$ cat src/verilog/pst_cfg.svh
// Constants for the satellite sync detector and response transmitter.
// Assumes a single 250 MHz clock; times are in ns and pst_top turns them into cycles.
// How it works
// [RULE_01] Sync is voltage up; reply is current.
// [RULE_02] Qualification counter steps at half clock rate.
// [RULE_03] Sync valid when count exceeds minimum width.
// [RULE_04] Timers start at first comparator high sample.
// [RULE_05] Valid sync pulses, launches response timers.
// [RULE_06] Detection disabled for blanking after valid sync.
// [RULE_07] Blanking: fixed option, or slot plus frame.
// [RULE_08] Sync filter held in reset after sync.
// [RULE_09] Failed qualification resets timers, rearms immediately.
// [RULE_10] Transmit after programmed slot delay.
// [RULE_11] Optional pulldown after delay, for set duration.
// [RULE_12] Mid-bit rise means zero, fall means one.
// [RULE_13] Quiescent current, no modulation, between frames.
// [RULE_14] Equal bits get a boundary transition.
// [RULE_15] Frame: two start bits, word, check bits.
// [RULE_16] Data word sent least significant first.
// [RULE_17] Parity or 3-bit CRC by crc_select.
// [RULE_18] Parity makes count of ones even.
// [RULE_19] CRC polynomial x3+x+1, seed all ones.
// [RULE_20] CRC over data LSB first, three zeros.
// [RULE_21] CRC matches the ten-bit reference vectors.
// [RULE_22] Half-bit periods counted in clock cycles.
`ifndef PST_CFG_SVH
`define PST_CFG_SVH

// ----------------------------------------
// Register offsets and fields
// ----------------------------------------
`define PST_OFS_CTRL 8'h00
`define PST_OFS_SLOT 8'h04
`define PST_OFS_DATA 8'h08
`define PST_OFS_STAT 8'h0C
`define PST_OFS_FAIL 8'h10
`define PST_CTRL_EN 0
`define PST_CTRL_BLANK 1
`define PST_CTRL_WLEN 2
`define PST_CTRL_CRC 3
`define PST_CTRL_BAUD 4
`define PST_CTRL_PD 5
`define PST_CTRL_RST 6'h01
`define PST_SLOT_RST 12'h000
`define PST_DATA_RST 10'h0

// ----------------------------------------
// Timing
// ----------------------------------------
`define PST_CLK_NS 4
`define PST_BIT125_NS 8000
`define PST_BIT190_NS 5249
`define PST_SLOT_UNIT_NS 500
`define PST_BLANK500_NS 500000
`define PST_QUAL_NS 6000
`define PST_MIN_SAMPLES 400
`define PST_LPF_RST_NS 2000
`define PST_PD_DLY_NS 7000
`define PST_PD_ON_NS 6000

`endif

$ cat src/verilog/pst_pkg.sv
// Types shared by the sync detector and response transmitter.
// Assumes APB with 8-bit byte addresses and 32-bit data.
package pst_pkg;

  typedef enum logic [1:0] {
    ST_IDLE = 2'b00,
    ST_QUAL = 2'b01,
    ST_ACTIVE = 2'b10
  } pst_state_t;

  typedef struct packed {
    logic psel;
    logic penable;
    logic pwrite;
    logic [7:0] paddr;
    logic [31:0] pwdata;
  } pst_apb_req_t;

  typedef struct packed {
    logic [31:0] prdata;
    logic pready;
    logic pslverr;
  } pst_apb_rsp_t;

  typedef struct packed {
    logic mod_on;
    logic lpf_reset;
    logic valid_sync;
  } pst_link_t;

  typedef struct packed {
    pst_state_t state;
    logic div;
    logic [5:0] ctrl;
    logic [11:0] slot;
    logic [9:0] data;
    logic [23:0] timer;
    logic [11:0] qcnt;
    logic tx_busy;
    logic tx_done;
    logic [3:0] bit_idx;
    logic [3:0] nbits;
    logic second;
    logic [11:0] hcnt;
    logic [14:0] frame;
    logic mod;
    logic pd;
    logic lpf_rst;
    logic valid;
    logic [15:0] syncs;
    logic [15:0] fails;
    logic [31:0] prdata;
  } pst_st_t;

endpackage : pst_pkg

$ cat src/verilog/pst_top.sv
// Sync pulse qualification, blanking, pulldown and Manchester response frame.
// Assumes the sync comparator output is synchronous to pclk and that pclk is
// the internal oscillator; software reaches the settings over APB.
//
// The address map and register access over APB were decided locally.
`timescale 1ns/1ps
`include "pst_cfg.svh"

module pst_top #(
  parameter int unsigned BLANK500_CYC = `PST_BLANK500_NS / `PST_CLK_NS,
  parameter int unsigned QUAL_CYC = `PST_QUAL_NS / `PST_CLK_NS,
  parameter int unsigned MIN_SAMPLES = `PST_MIN_SAMPLES,
  parameter int unsigned LPF_RST_CYC = (`PST_LPF_RST_NS + `PST_CLK_NS - 1) / `PST_CLK_NS,
  parameter int unsigned PD_DLY_CYC = (`PST_PD_DLY_NS + `PST_CLK_NS - 1) / `PST_CLK_NS,
  parameter int unsigned PD_ON_CYC = (`PST_PD_ON_NS + `PST_CLK_NS - 1) / `PST_CLK_NS
) (
  input wire logic pclk,
  input wire logic presetn,
  input wire pst_pkg::pst_apb_req_t apb_req,
  output pst_pkg::pst_apb_rsp_t apb_rsp,
  input wire logic sync_comp,
  output pst_pkg::pst_link_t link
);
  import pst_pkg::*;

  // ----------------------------------------
  // Derived counts
  // ----------------------------------------
  localparam int unsigned HALF125_CYC = `PST_BIT125_NS / (2 * `PST_CLK_NS);
  localparam int unsigned HALF190_CYC = `PST_BIT190_NS / (2 * `PST_CLK_NS);
  localparam int unsigned SLOT_CYC = `PST_SLOT_UNIT_NS / `PST_CLK_NS;
  localparam logic [23:0] TMAX = 24'hFFFFFF;

  // Refuse settings the 24-bit timer or 12-bit counters cannot hold.
  if (BLANK500_CYC >= 32'h00FF0000 || QUAL_CYC < 2 || QUAL_CYC > 32'h0000FFFF ||
      MIN_SAMPLES >= QUAL_CYC / 2 || MIN_SAMPLES > 32'h00000FFE ||
      LPF_RST_CYC > 32'h0000FFFF || PD_DLY_CYC + PD_ON_CYC > 32'h0000FFFF) begin : g_bad
    $error("pst_top: timing parameter out of range");
  end

  // ----------------------------------------
  // Helper functions
  // ----------------------------------------
  // Serial CRC, data LSB first then three zero bits.
  function automatic logic [2:0] crc3(input logic [9:0] d, input logic w10);
    logic [2:0] c;
    logic [12:0] s;
    logic m;
    int i;
    c = 3'h7; // RULE_19
    s = w10 ? {3'h0, d} : {2'h0, 3'h0, d[7:0]}; // RULE_20
    for (i = 0; i < 13; i++) begin
      if (i < (w10 ? 13 : 11)) begin
        m = c[2];
        c = {c[1:0], (i < (w10 ? 10 : 8)) ? s[i] : 1'b0}; // RULE_20
        c = c ^ (m ? 3'h3 : 3'h0); // RULE_19
      end
    end
    crc3 = c; // RULE_21
  endfunction : crc3

  // Frame in send order from bit 0 upward.
  function automatic logic [14:0] build_frame(input logic [9:0] d, input logic w10, input logic crc);
    logic [14:0] f;
    logic [2:0] c;
    logic p;
    int i;
    int w;
    f = 15'h0000; // RULE_15
    c = crc3(d, w10);
    w = w10 ? 10 : 8;
    p = w10 ? ^d : ^d[7:0]; // RULE_18
    for (i = 0; i < 10; i++) begin
      if (i < w) begin
        f[2 + i] = d[i]; // RULE_16
      end
    end
    if (crc) begin // RULE_17
      f[2 + w] = c[2];
      f[3 + w] = c[1];
      f[4 + w] = c[0];
    end else begin
      f[2 + w] = p; // RULE_18
    end
    build_frame = f;
  endfunction : build_frame

  function automatic logic [3:0] frame_len(input logic w10, input logic crc);
    frame_len = 4'(2 + (w10 ? 10 : 8) + (crc ? 3 : 1)); // RULE_15
  endfunction : frame_len

  // ----------------------------------------
  // State
  // ----------------------------------------
  pst_st_t q;
  pst_st_t n;
  logic tick;
  logic wr;
  logic setup;
  logic mapped;
  logic [11:0] half_cyc;
  logic [23:0] slot_at;

  // Address decode feeds only the error answer; the read latch decodes paddr in its own case.
  always_comb begin
    setup = apb_req.psel && !apb_req.penable;
    wr = apb_req.psel && apb_req.penable && apb_req.pwrite;
    mapped = apb_req.paddr == `PST_OFS_CTRL || apb_req.paddr == `PST_OFS_SLOT ||
             apb_req.paddr == `PST_OFS_DATA || apb_req.paddr == `PST_OFS_STAT ||
             apb_req.paddr == `PST_OFS_FAIL;
  end

  // Every access completes in its first access cycle.
  always_comb begin
    apb_rsp.prdata = q.prdata;
    apb_rsp.pready = apb_req.psel && apb_req.penable;
    apb_rsp.pslverr = apb_req.psel && apb_req.penable && !mapped;
  end

  // Current sink combines data modulation and the sync pulldown.
  always_comb begin
    link.mod_on = q.mod | q.pd; // RULE_01
    link.lpf_reset = q.lpf_rst;
    link.valid_sync = q.valid;
  end

  // Bit rate and slot start, both in clock cycles.
  always_comb begin
    half_cyc = q.ctrl[`PST_CTRL_BAUD] ? 12'(HALF190_CYC) : 12'(HALF125_CYC); // RULE_22
    slot_at = 24'(q.slot) * 24'(SLOT_CYC);
  end

  // ----------------------------------------
  // Next-state logic
  // ----------------------------------------
  // The half-rate divider paces sampling; the timer runs at full rate so the
  // reference point keeps the finer resolution.
  always_comb begin
    n = q;
    n.valid = 1'b0;
    n.div = ~q.div;
    tick = q.div; // RULE_02

    // Register writes and read capture.
    if (wr) begin
      case (apb_req.paddr)
        `PST_OFS_CTRL: n.ctrl = apb_req.pwdata[5:0];
        `PST_OFS_SLOT: n.slot = apb_req.pwdata[11:0];
        `PST_OFS_DATA: n.data = apb_req.pwdata[9:0];
        default: n.ctrl = q.ctrl;
      endcase
    end
    if (setup) begin
      case (apb_req.paddr)
        `PST_OFS_CTRL: n.prdata = {26'h0, q.ctrl};
        `PST_OFS_SLOT: n.prdata = {20'h00000, q.slot};
        `PST_OFS_DATA: n.prdata = {22'h0, q.data};
        `PST_OFS_STAT: n.prdata = {q.syncs, 10'h000, q.tx_done, q.lpf_rst, q.tx_busy, q.pd, q.state};
        `PST_OFS_FAIL: n.prdata = {16'h0000, q.fails};
        default: n.prdata = 32'h00000000;
      endcase
    end

    case (q.state)
      ST_IDLE: begin
        n.mod = 1'b0; // RULE_13
        n.pd = 1'b0;
        n.lpf_rst = 1'b0;
        n.tx_busy = 1'b0;
        if (q.ctrl[`PST_CTRL_EN] && tick && sync_comp) begin
          n.state = ST_QUAL;
          n.timer = 24'h000000; // RULE_04
          n.qcnt = 12'h001; // RULE_02
        end
      end
      ST_QUAL: begin
        n.timer = q.timer + 24'h000001; // RULE_04
        if (tick && sync_comp && q.qcnt != 12'hFFF) begin
          n.qcnt = q.qcnt + 12'h001; // RULE_02
        end
        if (q.timer >= 24'(QUAL_CYC - 1)) begin
          if (q.qcnt > 12'(MIN_SAMPLES)) begin // RULE_03
            n.state = ST_ACTIVE;
            n.valid = 1'b1; // RULE_05
            n.qcnt = 12'h000; // RULE_06
            n.syncs = q.syncs + 16'h0001;
            n.frame = build_frame(q.data, q.ctrl[`PST_CTRL_WLEN], q.ctrl[`PST_CTRL_CRC]);
            n.nbits = frame_len(q.ctrl[`PST_CTRL_WLEN], q.ctrl[`PST_CTRL_CRC]);
            n.tx_done = 1'b0;
            n.lpf_rst = 1'b1; // RULE_08
          end else begin
            n.state = ST_IDLE; // RULE_09
            n.timer = 24'h000000; // RULE_09
            n.qcnt = 12'h000;
            n.fails = q.fails + 16'h0001;
          end
        end
      end
      ST_ACTIVE: begin
        // Detection counter stays cleared; the comparator is ignored here.
        if (q.timer != TMAX) begin
          n.timer = q.timer + 24'h000001; // RULE_05
        end
        // Filter reset is counted from the valid pulse, so it keeps its full
        // length even when qualification takes longer than the reset time.
        n.lpf_rst = q.timer < 24'(QUAL_CYC + LPF_RST_CYC - 1); // RULE_08
        n.pd = q.ctrl[`PST_CTRL_PD] && q.timer >= 24'(PD_DLY_CYC - 1) &&
               q.timer < 24'(PD_DLY_CYC + PD_ON_CYC - 1); // RULE_11
        if (!q.tx_busy && !q.tx_done && q.timer >= slot_at) begin
          n.tx_busy = 1'b1; // RULE_10
          n.bit_idx = 4'h0;
          n.second = 1'b0;
          n.hcnt = 12'h000;
        end
        if (q.tx_busy) begin
          n.hcnt = q.hcnt + 12'h001; // RULE_22
          if (q.hcnt == half_cyc - 12'h001) begin
            n.hcnt = 12'h000;
            n.second = ~q.second;
            if (q.second) begin
              if (q.bit_idx == q.nbits - 4'h1) begin
                n.tx_busy = 1'b0;
                n.tx_done = 1'b1;
              end else begin
                n.bit_idx = q.bit_idx + 4'h1;
              end
            end
          end
        end
        // First half carries the bit, second half its inverse, so a zero is a
        // mid-bit rise and equal neighbours flip at their boundary.
        if (n.tx_busy) begin
          n.mod = n.second ? ~q.frame[n.bit_idx] : q.frame[n.bit_idx]; // RULE_12 RULE_14
        end else begin
          n.mod = 1'b0; // RULE_13
        end
        // Variable blanking ends exactly with the frame; the fixed option also
        // waits for the frame so a reply is never cut short.
        if (q.tx_done && (q.ctrl[`PST_CTRL_BLANK] || q.timer >= 24'(BLANK500_CYC))) begin // RULE_07
          n.state = ST_IDLE; // RULE_06
          n.timer = 24'h000000;
          n.pd = 1'b0;
          n.lpf_rst = 1'b0;
        end
      end
      default: begin
        n.state = ST_IDLE;
        n.timer = 24'h000000;
      end
    endcase
  end

  // ----------------------------------------
  // State register
  // ----------------------------------------
  always_ff @(posedge pclk or negedge presetn) begin
    if (!presetn) begin
      q <= '0;
      q.state <= ST_IDLE;
      q.ctrl <= `PST_CTRL_RST;
      q.slot <= `PST_SLOT_RST;
      q.data <= `PST_DATA_RST;
    end else begin
      q <= n;
    end
  end

endmodule : pst_top

$ cat config.mk
export PLATFORM = sky130hd
export DESIGN_NAME = pst_top
export DESIGN_NICKNAME = d
export VERILOG_FILES = /design/src/verilog/pst_pkg.sv /design/src/verilog/pst_top.sv
export VERILOG_INCLUDE_DIRS = /design/src /design/src/verilog
export SDC_FILE = /design/constraint.sdc
export NUM_CORES = 1
export LEC_CHECK = 0
export BUFFER_PORTS_ARGS = -buffer_cell sky130_fd_sc_hd__buf_2
export CORE_MARGIN = 4
export CORE_UTILIZATION = 56
export CTS_CLUSTER_SIZE = 12
export DETAILED_ROUTE_END_ITERATION = 16
export GPL_TIMING_DRIVEN = 0
export PLACE_DENSITY = 0.78
export RECOVER_POWER = 25
export REMOVE_ABC_BUFFERS = 1
export SYNTH_ARGS = -nofsm -noshare
export SYNTH_HDL_FRONTEND = slang
export SYNTH_SLANG_ARGS = --single-unit
$ cat constraint.sdc
create_clock -name pclk -period 6.64 [get_ports pclk]
set_input_delay 1.328 -clock pclk [delete_from_list [all_inputs] [get_ports pclk]]
set_output_delay 1.328 -clock pclk [all_outputs]
set_load 0.01 [all_outputs]
### After elaboration in Yosys (flattened, before gate mapping)

Index checks and enable logic that the tools add are counted.

* flip-flop bits (word level): 173

* $add $sub $neg: 12
* multipliers: 1
* magnitude comparators: 37
* eq/ne operators: 21
* multiplexer cells: 172
* bitwise gates (word level): 18
* reduce and logical (&&, ||, !) cells: 44

Operators with widths (number)
* less-than comparator 4 x 32 -> 1 bit, first input constant: 8
* less-than comparator 5 x 32 -> 1 bit, first input constant: 6
* one-hot mux 32 bit (5 select lines): 1
* two-way mux 3 bit: 52
* less-than comparator 3 x 32 -> 1 bit, first input constant: 4
* two-way mux 24 bit: 3
* two-way mux 36 bit: 2
* one-hot mux 24 bit (3 select lines): 1
* greater-or-equal comparator 32 x 1 -> 1 bit, second input constant: 2
* less-than comparator 1 x 32 -> 1 bit, first input constant: 2
* less-than comparator 2 x 32 -> 1 bit, first input constant: 2
* less-than comparator 32 x 6 -> 1 bit, second input constant: 2
* bitwise mux 15 bit: 4
* two-way mux 1 bit: 60
* two-way mux 13 bit: 4
* greater-or-equal comparator 24 x 11 -> 1 bit, second input constant: 2
* two-way mux 2 bit: 21
* bitwise XOR 3 x 2 -> 3 bit: 12
* two-way mux 34 bit: 1
* two-way mux 33 bit: 1
* adder 16 x 1 -> 16 bit, second input constant: 2
* adder 3 x 32 -> 32 bit, first input constant: 1
* adder 4 x 32 -> 32 bit, first input constant: 1
* adder 12 x 1 -> 12 bit, second input constant: 2
* 57 further kinds: 109

### Logic depth before layout (Yosys ltp)

Gate-level depths: netlist (run 1).

* word-level depth: 84
* depth in mapped cells: 28
* depth with buffers taken out: 28

### Least setup slack after synthesis (run 1)

Ideal clock, no wire load.

* path kind: reg-to-reg
* from: register q[157] in the netlist's numbering
* to: register q[67] in the netlist's numbering
* library setup time: 0.076 ns
* arrival: 6.353 ns
* setup slack: 0.211 ns
* stages on the path, launching flop included: 28
* buffers on the path: 0
* cells stage by stage: dfrtp_1 > inv_1 > fa_1 > fa_1 > inv_1 > fa_1 > inv_1 > fa_1 > inv_1 > ha_1 > and2_1 > o21ai_0 > o31ai_1 > o41ai_1 > o21bai_1 > a21oi_1 > xor2_1 > ha_1 > o21a_1 > o21ai_0 > a31oi_1 > nor4_1 > a211oi_2 > o21a_1 > a2111oi_0 > a211oi_1 > xor2_1 > o21ai_1

* longest elaborated chain between the ends: 15
* elaborated cells on any way between the ends: 21
* those cells by class: 1 x mul; 1 x order compare; 17 x mux; 1 x bitwise; 1 x reduce/logical

RTL lines
* from (decl): line pst_top.sv:95 `pst_st_t q;`
* from (signal assigned): line pst_top.sv:264 `q <= n;`
* multiplier 12 x 7 -> 19 bit *: line pst_top.sv:130 `slot_at = 24'(q.slot) * 24'(SLOT_CYC);`
* greater-or-equal comparator 24 x 19 -> 1 bit *: line pst_top.sv:209 `if (!q.tx_busy && !q.tx_done && q.timer >= slot_at) begin`
* logical AND 1 bit *: line pst_top.sv:209
* two-way mux 4 bit: line pst_top.sv:209
* two-way mux 4 bit: line pst_top.sv:221 `if (q.bit_idx == q.nbits - 4'h1) begin`
* two-way mux 6 bit: line pst_top.sv:220 `if (q.second) begin`
* two-way mux 6 bit: line pst_top.sv:217 `if (q.hcnt == half_cyc - 12'h001) begin`
* two-way mux 6 bit: line pst_top.sv:215 `if (q.tx_busy) begin`
* two-way mux 6 bit: line pst_top.sv:164 `case (q.state)`
* binary-select mux 1 bit (select 4 bit): line pst_top.sv:233 `n.mod = n.second ? ~q.frame[n.bit_idx] : q.frame[n.bit_idx];`
* two-way mux 1 bit (implied by the code): line pst_top.sv:233
* NOT 1 bit: line pst_top.sv:233
* two-way mux 1 bit: line pst_top.sv:233
* two-way mux 1 bit *: line pst_top.sv:232 `if (n.tx_busy) begin`
* one-hot mux 2 bit (2 select lines) *: line pst_top.sv:164

Mark *: on every way between the ends. The rest lies on a longest branch, timed or not. The select of a mux whose other input is x is not followed.
A chain may end at the register's enable or synchronous reset.

### Final worst setup path (run 1)

* from: register q[154] in the netlist's numbering
* to: register q[67] in the netlist's numbering

Same word-level chain as after synthesis.

==> results of run 1 <==
-- synth_stat cells (3+ instances only) --
| library cell | count | area (µm²) |
|---|---|---|
| sky130_fd_sc_hd__nand4_1 | 15 | 93.8 |
| sky130_fd_sc_hd__or2_2 | 4 | 25.0 |
| sky130_fd_sc_hd__a221oi_1 | 6 | 52.6 |
| sky130_fd_sc_hd__xor2_1 | 29 | 254 |
| sky130_fd_sc_hd__nor4_1 | 8 | 50.1 |
| sky130_fd_sc_hd__fa_1 | 38 | 761 |
| sky130_fd_sc_hd__buf_2 | 3 | 15.0 |
| sky130_fd_sc_hd__a22oi_1 | 3 | 22.5 |
| sky130_fd_sc_hd__a21oi_1 | 30 | 150 |
| sky130_fd_sc_hd__mux2_2 | 43 | 484 |
| sky130_fd_sc_hd__xnor2_1 | 53 | 464 |
| sky130_fd_sc_hd__nor3_1 | 19 | 95.1 |
| sky130_fd_sc_hd__o31ai_1 | 14 | 105 |
| sky130_fd_sc_hd__dfrtp_1 | 170 | 4250 |
| sky130_fd_sc_hd__mux2i_1 | 13 | 130 |
| sky130_fd_sc_hd__and2_1 | 4 | 25.0 |
| sky130_fd_sc_hd__clkbuf_1 | 31 | 116 |
| sky130_fd_sc_hd__o21a_1 | 5 | 37.5 |
| sky130_fd_sc_hd__buf_4 | 35 | 263 |
| sky130_fd_sc_hd__a222oi_1 | 4 | 40.0 |
| sky130_fd_sc_hd__o41ai_1 | 5 | 43.8 |
| sky130_fd_sc_hd__nor2b_1 | 3 | 18.8 |
| sky130_fd_sc_hd__nand3_1 | 49 | 245 |
| sky130_fd_sc_hd__o211ai_1 | 4 | 30.0 |
| sky130_fd_sc_hd__inv_1 | 88 | 330 |
| sky130_fd_sc_hd__a21boi_0 | 6 | 45.0 |
| sky130_fd_sc_hd__o21ai_0 | 89 | 445 |
| sky130_fd_sc_hd__a31oi_1 | 12 | 75.1 |
| sky130_fd_sc_hd__nor2_1 | 69 | 259 |
| sky130_fd_sc_hd__and3_1 | 21 | 131 |
| sky130_fd_sc_hd__a21o_1 | 6 | 45.0 |
| sky130_fd_sc_hd__nand2b_1 | 14 | 87.6 |
| sky130_fd_sc_hd__a22o_1 | 17 | 149 |
| sky130_fd_sc_hd__nand2_1 | 115 | 432 |
| sky130_fd_sc_hd__ha_1 | 79 | 988 |
-- registers in the layout, summed over array words and instances (netlist names) --
| signal | count |
|---|---|
| tick | 1 |
| apb_rsp | 32 |
| link | 2 |
| q | 136 |
-- kinds of logic (layout without fill, tap and decap cells) --
| family | count (synthesis) | after routing | synth area share (%) |
|---|---|---|---|
| xor+xnor | 84 | 84 | 6.82 |
| compound gates | 218 | 219 | 12.4 |
| simple gates | 343 | 343 | 14.9 |
| mux | 59 | 59 | 5.88 |
| flops | 171 | 171 | 38.0 |
| fa+ha+maj | 117 | 117 | 15.5 |
| buf+inv | 159 | 212 | 6.49 |
-- worst reg2reg max path, delay by kind of cell (launching register included) --
| kind | cells | cell delay (ns) |
|---|---|---|
| adder cells (fa/ha/maj) | 6 | 2.67 |
| AO/OA/AOI/OAI | 11 | 1.80 |
| buffers and inverters | 3 | 0.23 |
| XOR/XNOR | 2 | 0.24 |
| flip-flops | 1 | 0.47 |
| AND/OR/NAND/NOR | 4 | 0.97 |
-- worst min path at each step --
stage          start  endpoint  slack, ns  cells after the start
2_1_floorplan   tick      tick       0.42                      1
3_3_place_gp    tick      tick       0.43                      1
3_5_place_dp    tick      tick       0.46                      1
4_1_cts         tick      tick       0.47                      1
5_1_grt         tick      tick       0.49                      1
6_report        tick      tick       0.47                      1
-- final cells by class --
class	instances	area, µm²	area share (%)
clock inverters	15	190	1.50
repair buffers	91	558	4.40
flip-flops and latches	171	4290	33.8
well taps	265	332	2.61
multi-input cells	822	6540	51.6
clock buffers	17	425	3.35
inverters	89	344	2.71
-- per-stage QoR --
stage | total power [mW] | TNS [ns] | instances | utilization (%)
after floorplan | 1.36 | 0 | 1081 | -
after global placement | 1.47 | -9.47 | 1408 | 58.6
after detailed placement | 1.49 | -11.47 | 1410 | 58.9
after CTS | 2.56 | 0 | 1463 | 63.5
after global routing | 2.68 | -0.182 | 1470 | 64.5
final | 2.58 | 0 | 1470 | 64.5
-- routing by layer --
metal,wire length [µm],GRT usage (%)
met2,12900,38.5
met4,416,6.18
met3,1480,5.27
met1,10700,30.1
met5,0,0
-- power groups by stage --
| stage | combinational (mW) | clock, mW | sequential, mW |
|---|---|---|---|
| after detailed placement | 0.381 | 0 | 1.11 |
| after global placement | 0.365 | 0 | 1.11 |
| after global routing | 0.494 | 1.10 | 1.09 |
| after floorplan | 0.266 | 0 | 1.10 |
| final | 0.441 | 1.05 | 1.09 |
| after CTS | 0.414 | 1.06 | 1.09 |
-- what timing repair did --
action,4_1_cts,5_1_grt
hold buffers,0,0
resized for setup,43,29
setup endpoints to repair,19,17
pin swaps,19,30
cloned,1,0
setup buffers,20,7
==> results.py, run 1 <==
metrics = {
    "run_status": {
        "status": "complete, but fails checks",
        "failed_checks": "capacitance limit, slew limit",
    },
    "yosys": {
        "asyncSetResetFlopFracSynth_pct": 100,
        "yosys_register_bits": 171,
        "post_synthesis_average_cell_area_um2": 9.79,
        "synth.yosys.seq_area_share_pct": 38.0,
        "mappedNetlistArea_um2": 11300,
        "syn_inst": 1151,
        "synth_enable_flop_cells": 0,
        "ys_types": 76,
        "synth_flop_cell": "sky130_fd_sc_hd__dfrtp_1",
        "yosys_warning_total": 0,
    },
    "critical_path": {
        "cell_with_the_largest_stage_delay_on_the_worst_path": "sky130_fd_sc_hd__fa_1",
        "r2r_start": "q[154]",
        "worst_path_dominant_cell_family": "adder cells",
        "ff2ff_setup_slack_ns": 0.14,
        "cp-end-kind": "register",
        "max_incr_delay_on_cp_ns": 0.56,
        "cp_data_arrival_time_ns": 6.82,
        "criticalPathCategory": "register to register",
        "ff2ff_path_depth": 26,
        "crit_fanout": 5,
        "timing.critical_path.buf_inv": 3,
        "timing.critical_path.from": "q[154]",
        "crit_cells": 26,
        "startpoint_type": "register",
        "reg2reg_to": "q[67]",
        "cp_common_cell": "sky130_fd_sc_hd__fa_1",
        "worstSetupEndpoint": "q[67]",
        "required_ns": 6.96,
    },
    "route": {
        "post-route-drc-count": 0,
        "drtPass1Iterations": 6,
        "drt-vias-per-instance": 5.89,
        "route.final.wire_length_um": 25500,
        "wl_per_cell_um": 17.3,
        "drc_violation_total_after_the_first_tritonroute_iteration": 645,
        "vias": 8654,
        "route.antenna.remaining_nets": 0,
    },
    "power_and_ir_drop": {
        "ir_drop_uv": 178,
        "sw_frac_of_total_pct": 31.7,
        "combPwrFrac_pct": 17.1,
        "powerDensity_nw_per_um2": 204,
        "cellLeakagePower_nw": 6.01,
        "switching_power_mw": 0.819,
        "seq_power_share_pct": 42.2,
        "clock_power_share_pct": 40.7,
        "internal_power_mw": 1.76,
    },
    "flow_run": {
        "maxCapViolCount": 1,
    },
    "layout": {
        "num-nets-final": 1355,
        "fillCellCount": 1516,
        "final_common_cell": "sky130_fd_sc_hd__dfrtp_1",
        "most-common-layout-cells": "sky130_fd_sc_hd__dfrtp_1, sky130_fd_sc_hd__nand2_1, sky130_fd_sc_hd__o21ai_0",
        "stdcell_area_um2": 12700,
        "drive_gt1_share_pct": 19.7,
        "areaGrowthSynthToFinish_pct": 12.5,
        "antenna_fix_cells": 0,
    },
    "clock_tree": {
        "clock-root-buffer": "sky130_fd_sc_hd__clkbuf_16",
        "cts-buffers-inserted": 17,
        "clk_path_buf_depth": 2,
        "cts.reportedPaths.clkPinSlew_ns": 0.07,
        "number_of_clock_sinks_seen_by_cts": 171,
        "htreeDepth": 4,
        "cts_tree": "built",
        "clk-insertion-delay-late_ns": 0.44,
    },
    "floorplanning": {
        "fp.dieW_um": 150,
        "io-pin-count": 83,
        "floorplan.die_area_um2": 22500,
        "core_region_area_um2": 19700,
        "effective_utilization_at_floorplan_pct": 57.3,
        "rows": 51,
        "fp.dieH_um": 150,
    },
    "sta": {
        "post-route-worst-setup-slack_ns": 0.140,
        "fmax_ghz": 0.154,
        "tightest_slew_ns": 3.16,
        "report.final.slew_viol_count": 58,
        "fin_hold_ws_ns": 0.471,
        "fin_crit_ns": 6.50,
        "timing.final.hold_violations": 0,
        "worst_clock_skew_ns": 0.0118,
        "setup_violations": 0,
        "setup_repair_after_global_routing_missed_its_margin": "true",
        "timing.final.crit_share_pct": 97.9,
        "relSlewSlack_pct": -111,
    },
    "place": {
        "place.port_buffers": 62,
        "placement.cell_area_um2": 11600,
        "dp_worst_setup_slack_ns": -0.883,
        "routability_congestion": 0.818,
        "post-dp-hpwl_um": 17000,
    },
    "grt": {
        "grt_pass1_vias": 8589,
        "groute.usage.overall_pct": 22.9,
        "grt_antenna_before_repair": 0,
        "gr-total-overflow": 0,
        "global_route_wire_length_before_repair_um": 42000,
        "grt_start_max_net_pins": 115,
    },
    "hold_path": {
        "min_path_type": "register to register",
    },
}
Power figures use the tool's default switching activity.
==> inputs of run 2 (changes only) <==
--- a/config.mk
+++ b/config.mk
@@ -12,9 +12,10 @@
 export CTS_CLUSTER_SIZE = 12
 export DETAILED_ROUTE_END_ITERATION = 16
 export GPL_TIMING_DRIVEN = 0
-export PLACE_DENSITY = 0.78
+export PLACE_DENSITY = 0.77
 export RECOVER_POWER = 25
 export REMOVE_ABC_BUFFERS = 1
 export SYNTH_ARGS = -nofsm -noshare
 export SYNTH_HDL_FRONTEND = slang
 export SYNTH_SLANG_ARGS = --single-unit
+export TNS_END_PERCENT = 10
==> results.py, run 2 (synthesis gave the netlist of run 1 again) <==
metrics = {
    "run_status": {
        "status": "complete, but fails checks",
        "failed_checks": "capacitance limit, slew limit, setup timing",
    },
    "sta": {
        "fmax_ghz": 0.148,
        "fin_setup_tns_ns": -0.125,
        "post-route-worst-setup-slack_ns": -0.125,
        "worst_clock_skew_ns": 0.0119,
        "timing.final.crit_share_pct": 102,
        "fin_hold_ws_ns": 0.450,
        "timing.final.hold_violations": 0,
        "fin_crit_ns": 6.77,
        "setup_repair_after_global_routing_missed_its_margin": "true",
        "relSlewSlack_pct": -118,
        "report.final.slew_viol_count": 58,
        "setup_violations": 1,
        "tightest_slew_ns": 3.27,
    },
    "floorplanning": {
        "io-pin-count": 83,
        "fp.dieW_um": 150,
        "core_region_area_um2": 19700,
        "rows": 51,
        "effective_utilization_at_floorplan_pct": 57.3,
        "fp.dieH_um": 150,
        "floorplan.die_area_um2": 22500,
    },
    "clock_tree": {
        "number_of_clock_sinks_seen_by_cts": 171,
        "clk_path_buf_depth": 2,
        "clock-root-buffer": "sky130_fd_sc_hd__clkbuf_16",
        "htreeDepth": 4,
        "cts-buffers-inserted": 17,
        "cts.reportedPaths.clkPinSlew_ns": 0.07,
        "clk-insertion-delay-late_ns": 0.44,
        "cts_tree": "built",
    },
    "place": {
        "post-dp-hpwl_um": 17000,
        "routability_congestion": 0.825,
        "place.port_buffers": 62,
        "dp_worst_setup_slack_ns": -0.904,
    },
    "layout": {
        "antenna_fix_cells": 0,
        "final_common_cell": "sky130_fd_sc_hd__dfrtp_1",
        "max_flop_register": "q",
        "largest_register_ff_count": 136,
        "num-nets-final": 1362,
        "areaGrowthSynthToFinish_pct": 13.2,
        "most-common-layout-cells": "sky130_fd_sc_hd__dfrtp_1, sky130_fd_sc_hd__nand2_1, sky130_fd_sc_hd__o21ai_0",
        "drive_gt1_share_pct": 20.3,
    },
    "grt": {
        "global_route_wire_length_before_repair_um": 42100,
        "grt_pass1_vias": 8494,
        "gr-total-overflow": 0,
        "groute.usage.overall_pct": 23.2,
        "grt_start_max_net_pins": 115,
        "grt_antenna_before_repair": 0,
    },
    "power_and_ir_drop": {
        "combPwrFrac_pct": 16.8,
        "ir_drop_uv": 171,
        "seq_power_share_pct": 41.7,
        "internal_power_mw": 1.80,
        "switching_power_mw": 0.805,
        "powerDensity_nw_per_um2": 204,
        "cellLeakagePower_nw": 6.07,
        "sw_frac_of_total_pct": 30.9,
        "clock_power_share_pct": 41.5,
    },
    "route": {
        "route.antenna.remaining_nets": 0,
        "route.final.wire_length_um": 25900,
        "wl_per_cell_um": 17.5,
        "post-route-drc-count": 0,
        "drtPass1Iterations": 5,
        "drc_violation_total_after_the_first_tritonroute_iteration": 687,
        "drt-vias-per-instance": 5.89,
        "vias": 8701,
    },
    "critical_path": {
        "crit_fanout": 8,
        "startpoint_type": "register",
        "required_ns": 7.01,
        "cp_common_cell": "sky130_fd_sc_hd__fa_1",
        "max_incr_delay_on_cp_ns": 0.57,
        "ff2ff_setup_slack_ns": -0.13,
        "cell_with_the_largest_stage_delay_on_the_worst_path": "sky130_fd_sc_hd__fa_1",
        "criticalPathCategory": "register to register",
        "cp-end-kind": "register",
        "cp_data_arrival_time_ns": 7.13,
    },
    "flow_run": {
        "maxCapViolCount": 1,
    },
    "hold_path": {
        "min_path_type": "register to register",
    },
}
run 2: final timing paths:
| check | from | to | cells after the start |
|---|---|---|---|
| setup reg to reg | q[154] | q[67] | 27 |
| setup / recovery | q[154] | q[67] | 27 |
| max in group asynchronous | presetn | q[71] | 1 |
| min in group asynchronous | presetn | q[110] | 1 |
| hold reg to reg | tick | tick | 1 |
| hold / removal | tick | tick | 1 |
run 2: layout make-up:
class	instances	area (µm²)
clock inverter	15	213
multi-input combinational	821	6540
clock buffer	17	425
sequential	171	4290
fill	1492	6900
timing repair buffer	99	608
inverter	89	352
tap	265	332
run 2: power by group through the flow:
| stage | registers [mW] | clock network (mW) | logic [mW] |
|---|---|---|---|
| floorplan | 1.10 | 0 | 0.266 |
| global placement | 1.11 | 0 | 0.366 |
| detailed placement | 1.11 | 0 | 0.380 |
| CTS | 1.09 | 1.09 | 0.401 |
| global route | 1.09 | 1.14 | 0.493 |
| finish | 1.09 | 1.08 | 0.438 |
run 2: per-layer routing:
| metal | track usage [%] | wire [µm] | up-vias |
|---|---|---|---|
| met5 | 0 | 0 | - |
| met4 | 6.36 | 620 | 0 |
| met3 | 4.00 | 1320 | 55 |
| met2 | 39.6 | 13100 | 266 |
| met1 | 30.6 | 10900 | 4312 |
| li1 | - | - | 4068 |
run 2: critical path, delay by kind of cell (launching register included):
family / cells / cell delay (ns)
buffers and inverters: 4 / 0.49
adders and majority gates: 6 / 2.89
and+or+nand+nor: 5 / 1.01
DFF: 1 / 0.47
AOI/OAI and AO/OA: 11 / 1.67
xor gates and xnor gates: 1 / 0.15
run 2: metrics by stage:
stage	util [%]	cells	power, mW	cell area [µm²]
final	64.9	1477	2.61	12800
after global routing	64.9	1477	2.72	12800
after CTS	63.7	1461	2.58	12500
after detailed placement	58.9	1410	1.49	11600
after global placement	58.6	1408	1.47	11500
after floorplan	-	1081	1.36	10900
run 2: timing repair:
item,in CTS,in global routing
resized for setup,49,27
pin swaps,23,36
gates cloned,0,0
buffers inserted,19,15
setup endpoints to repair,19,14
hold buffers,0,0
endpoints found under the hold margin,0,0
==> inputs of run 3 (changes only) <==
--- a/config.mk
+++ b/config.mk
@@ -6,6 +6,7 @@
 export SDC_FILE = /design/constraint.sdc
 export NUM_CORES = 1
 export LEC_CHECK = 0
+export ABC_AREA = 1
 export BUFFER_PORTS_ARGS = -buffer_cell sky130_fd_sc_hd__buf_2
 export CORE_MARGIN = 4
 export CORE_UTILIZATION = 56
==> results.py, run 3 <==
metrics = {
    "sta": {
        "fin_crit_ns": 6.46,
        "worst_clock_skew_ns": 0.0122,
        "timing.final.hold_violations": 0,
        "timing.final.crit_share_pct": 97.3,
        "fmax_ghz": 0.155,
        "setup_violations": 0,
        "relSlewSlack_pct": -167,
        "report.final.slew_viol_count": 73,
        "tightest_slew_ns": 4.01,
        "setup_repair_after_global_routing_missed_its_margin": "true",
    },
    "clock_tree": {
        "cts_hold_repair.buffers": 0,
        "clk_path_buf_depth": 2,
        "htreeDepth": 4,
        "clock-root-buffer": "sky130_fd_sc_hd__clkbuf_16",
        "cts-buffers-inserted": 17,
        "cts.reportedPaths.clkPinSlew_ns": 0.07,
        "clk-insertion-delay-late_ns": 0.43,
        "number_of_clock_sinks_seen_by_cts": 171,
        "cts_tree": "built",
    },
    "floorplanning": {
        "effective_utilization_at_floorplan_pct": 57.7,
        "io-pin-count": 83,
        "core_region_area_um2": 20500,
        "floorplan.die_area_um2": 23500,
        "rows": 52,
        "fp.dieW_um": 153,
        "fp.dieH_um": 153,
    },
    "yosys": {
        "netlist.top_cell.by_area": "sky130_fd_sc_hd__dfrtp_1",
        "yosys_register_bits": 171,
        "yosys_warning_total": 0,
        "ys_types": 65,
        "synth.area.top_cells": "sky130_fd_sc_hd__dfrtp_1, sky130_fd_sc_hd__ha_1, sky130_fd_sc_hd__nand2_1, sky130_fd_sc_hd__inv_1, sky130_fd_sc_hd__fa_1",
        "synth_most_common_cell": "sky130_fd_sc_hd__nand2_1",
        "asyncSetResetFlopFracSynth_pct": 100,
        "yosys-top-cells-count": "sky130_fd_sc_hd__nand2_1, sky130_fd_sc_hd__inv_1, sky130_fd_sc_hd__dfrtp_1",
        "mappedNetlistArea_um2": 11800,
        "post_synthesis_average_cell_area_um2": 8.34,
        "synth_flop_cell": "sky130_fd_sc_hd__dfrtp_1",
        "syn_inst": 1418,
        "synth_top_area_share_pct": 36.0,
        "synth.yosys.seq_area_share_pct": 36.2,
        "synth_enable_flop_cells": 0,
    },
    "layout": {
        "stdcell_area_um2": 13100,
        "antenna_fix_cells": 0,
        "num-nets-final": 1630,
        "final_common_cell": "sky130_fd_sc_hd__nand2_1",
        "final_cell_count_no_fill": 1750,
        "largest_register_ff_count": 136,
        "multi_input_comb_area_um2": 6460,
        "register_area_um2": 4290,
        "fillCellCount": 1668,
        "final_util_pct": 63.9,
        "max_flop_register": "q",
        "most-common-layout-cells": "sky130_fd_sc_hd__nand2_1, sky130_fd_sc_hd__inv_1, sky130_fd_sc_hd__dfrtp_1",
        "areaGrowthSynthToFinish_pct": 10.7,
        "drive_gt1_share_pct": 14.8,
    },
    "critical_path": {
        "startpoint_type": "register",
        "timing.critical_path.buf_inv": 4,
        "reg2reg_to": "q[67]",
        "cell_with_the_largest_stage_delay_on_the_worst_path": "sky130_fd_sc_hd__fa_1",
        "worst_path_dominant_cell_family": "adder cells",
        "criticalPathCategory": "register to register",
        "ff2ff_path_depth": 36,
        "ff2ff_setup_slack_ns": 0.18,
        "timing.critical_path.from": "q[155]",
        "cp_data_arrival_time_ns": 6.78,
        "crit_fanout": 7,
        "cp-end-kind": "register",
        "max_incr_delay_on_cp_ns": 0.54,
        "r2r_start": "q[155]",
        "cp_common_cell": "sky130_fd_sc_hd__nand3_1",
        "required_ns": 6.96,
    },
    "grt": {
        "grt_pass1_vias": 9204,
        "grt_antenna_before_repair": 0,
        "groute.usage.overall_pct": 22.6,
        "gr-total-overflow": 0,
        "grt_start_max_net_pins": 100,
        "global_route_wire_length_before_repair_um": 44300,
    },
    "route": {
        "drt-vias-per-instance": 5.46,
        "drtPass1Iterations": 5,
        "post-route-drc-count": 0,
        "route.final.wire_length_um": 26500,
        "vias": 9550,
        "route.antenna.remaining_nets": 0,
        "wl_per_cell_um": 15.2,
        "drc_violation_total_after_the_first_tritonroute_iteration": 629,
    },
    "place": {
        "placement.cell_area_um2": 12200,
        "placed_cells_incl_taps": 1695,
        "post-dp-hpwl_um": 19700,
        "routability_congestion": 0.932,
        "place.port_buffers": 62,
    },
    "power_and_ir_drop": {
        "cellLeakagePower_nw": 6.31,
        "total_power_mw": 2.76,
        "ir_drop_uv": 168,
        "powerDensity_nw_per_um2": 211,
    },
    "hold_path": {
        "min_to": "tick",
        "min_path_type": "register to register",
        "timing.hold.worst_path_depth": 1,
        "min_from": "tick",
    },
    "run_status": {
        "status": "complete, but fails checks",
        "failed_checks": "capacitance limit, slew limit",
    },
    "flow_run": {
        "maxCapViolCount": 1,
    },
}
[run 3: changes by cell type after synthesis, moves of 13 or more]
cell / before / now
sky130_fd_sc_hd__nand2_1: 115 / 253
sky130_fd_sc_hd__a22o_1: 17 / 1
sky130_fd_sc_hd__and3_1: 21 / 1
sky130_fd_sc_hd__xnor2_1: 53 / 20
sky130_fd_sc_hd__nor2_1: 69 / 94
sky130_fd_sc_hd__mux2_2: 43 / 2
sky130_fd_sc_hd__a21oi_1: 30 / 49
sky130_fd_sc_hd__nand2b_1: 14 / 0
sky130_fd_sc_hd__inv_1: 88 / 226
sky130_fd_sc_hd__nand3_1: 49 / 81
sky130_fd_sc_hd__o21ai_0: 89 / 102
sky130_fd_sc_hd__xor2_1: 29 / 65
sky130_fd_sc_hd__clkbuf_1: 31 / 14
sky130_fd_sc_hd__mux2i_1: 13 / 0
[run 3: worst max path at each step]
stage | endpoint | slack [ns] | cells after the start
finish | q[67] | 0.18 | 36
detailed placement | q[94] | -0.20 | 35
floorplan | q[94] | 0.74 | 35
global route | q[67] | -0.17 | 36
global placement | q[94] | -0.05 | 35
CTS | q[94] | 0.007 | 35
[run 3: where the power goes]
part / leakage [nW] / internal, mW / total, mW / switching, mW
combinational: 3.70 / 0.201 / 0.609 / 0.408
sequential: 2.33 / 1.10 / 1.16 / 0.0570
clock: 0.281 / 0.507 / 0.992 / 0.485
total: 6.31 / 1.81 / 2.76 / 0.950
[run 3: logic make-up (layout without fill, tap and decap cells)]
| family | Yosys count | in the layout | share of synthesized area (%) |
|---|---|---|---|
| XOR/XNOR | 86 | 86 | 6.44 |
| flip-flops | 171 | 171 | 36.2 |
| AO/OA/AOI/OAI | 218 | 218 | 10.9 |
| buffers and inverters | 292 | 352 | 10.5 |
| multiplexers | 2 | 2 | 0.191 |
| AND/OR/NAND/NOR | 532 | 534 | 20.9 |
| adder cells (fa/ha/maj) | 117 | 117 | 14.8 |
[run 3: layout make-up]
cell class                      instances  area share, %
Multi-Input combinational cell        957           49.4
Tap cell                              270           2.58
Clock inverter                         15           1.26
Inverter                              235           6.83
Sequential cell                       171           32.8
Clock buffer                           17           3.25
Timing Repair Buffer                   85           3.92
[run 3: timing repair]
item | in CTS | in global routing
gates cloned | 0 | 2
endpoints found under the hold margin | 0 | 0
gates resized for setup | 12 | 36
setup endpoints to repair | 6 | 10
pin swaps | 1 | 26
setup buffers | 1 | 19
[run 3: routing by layer]
layer	share of wire (%)	global-route usage [%]
met5	0	0
met4	1.5	4.41
met3	4.8	3.99
met2	50	38.3
met1	44	31.0
[run 3: worst register-to-register path, delay by kind of cell (launching register included)]
kind | cells | cell delay [ns]
adder cells (fa/ha/maj) | 6 | 2.54
AND/OR/NAND/NOR | 21 | 2.18
AO/OA/AOI/OAI | 4 | 0.62
flip-flops | 1 | 0.48
buffers and inverters | 4 | 0.39
XOR/XNOR | 1 | 0.13
[run 3: stage by stage]
step	setup slack (ns)	setup TNS, ns	hold slack, ns
after floorplan	0.738	0	0.394
after global placement	-0.0548	-0.0548	0.407
after detailed placement	-0.202	-0.729	0.409
after CTS	0.00732	0	0.421
after global routing	-0.169	-0.336	0.442
final	0.182	0	0.417
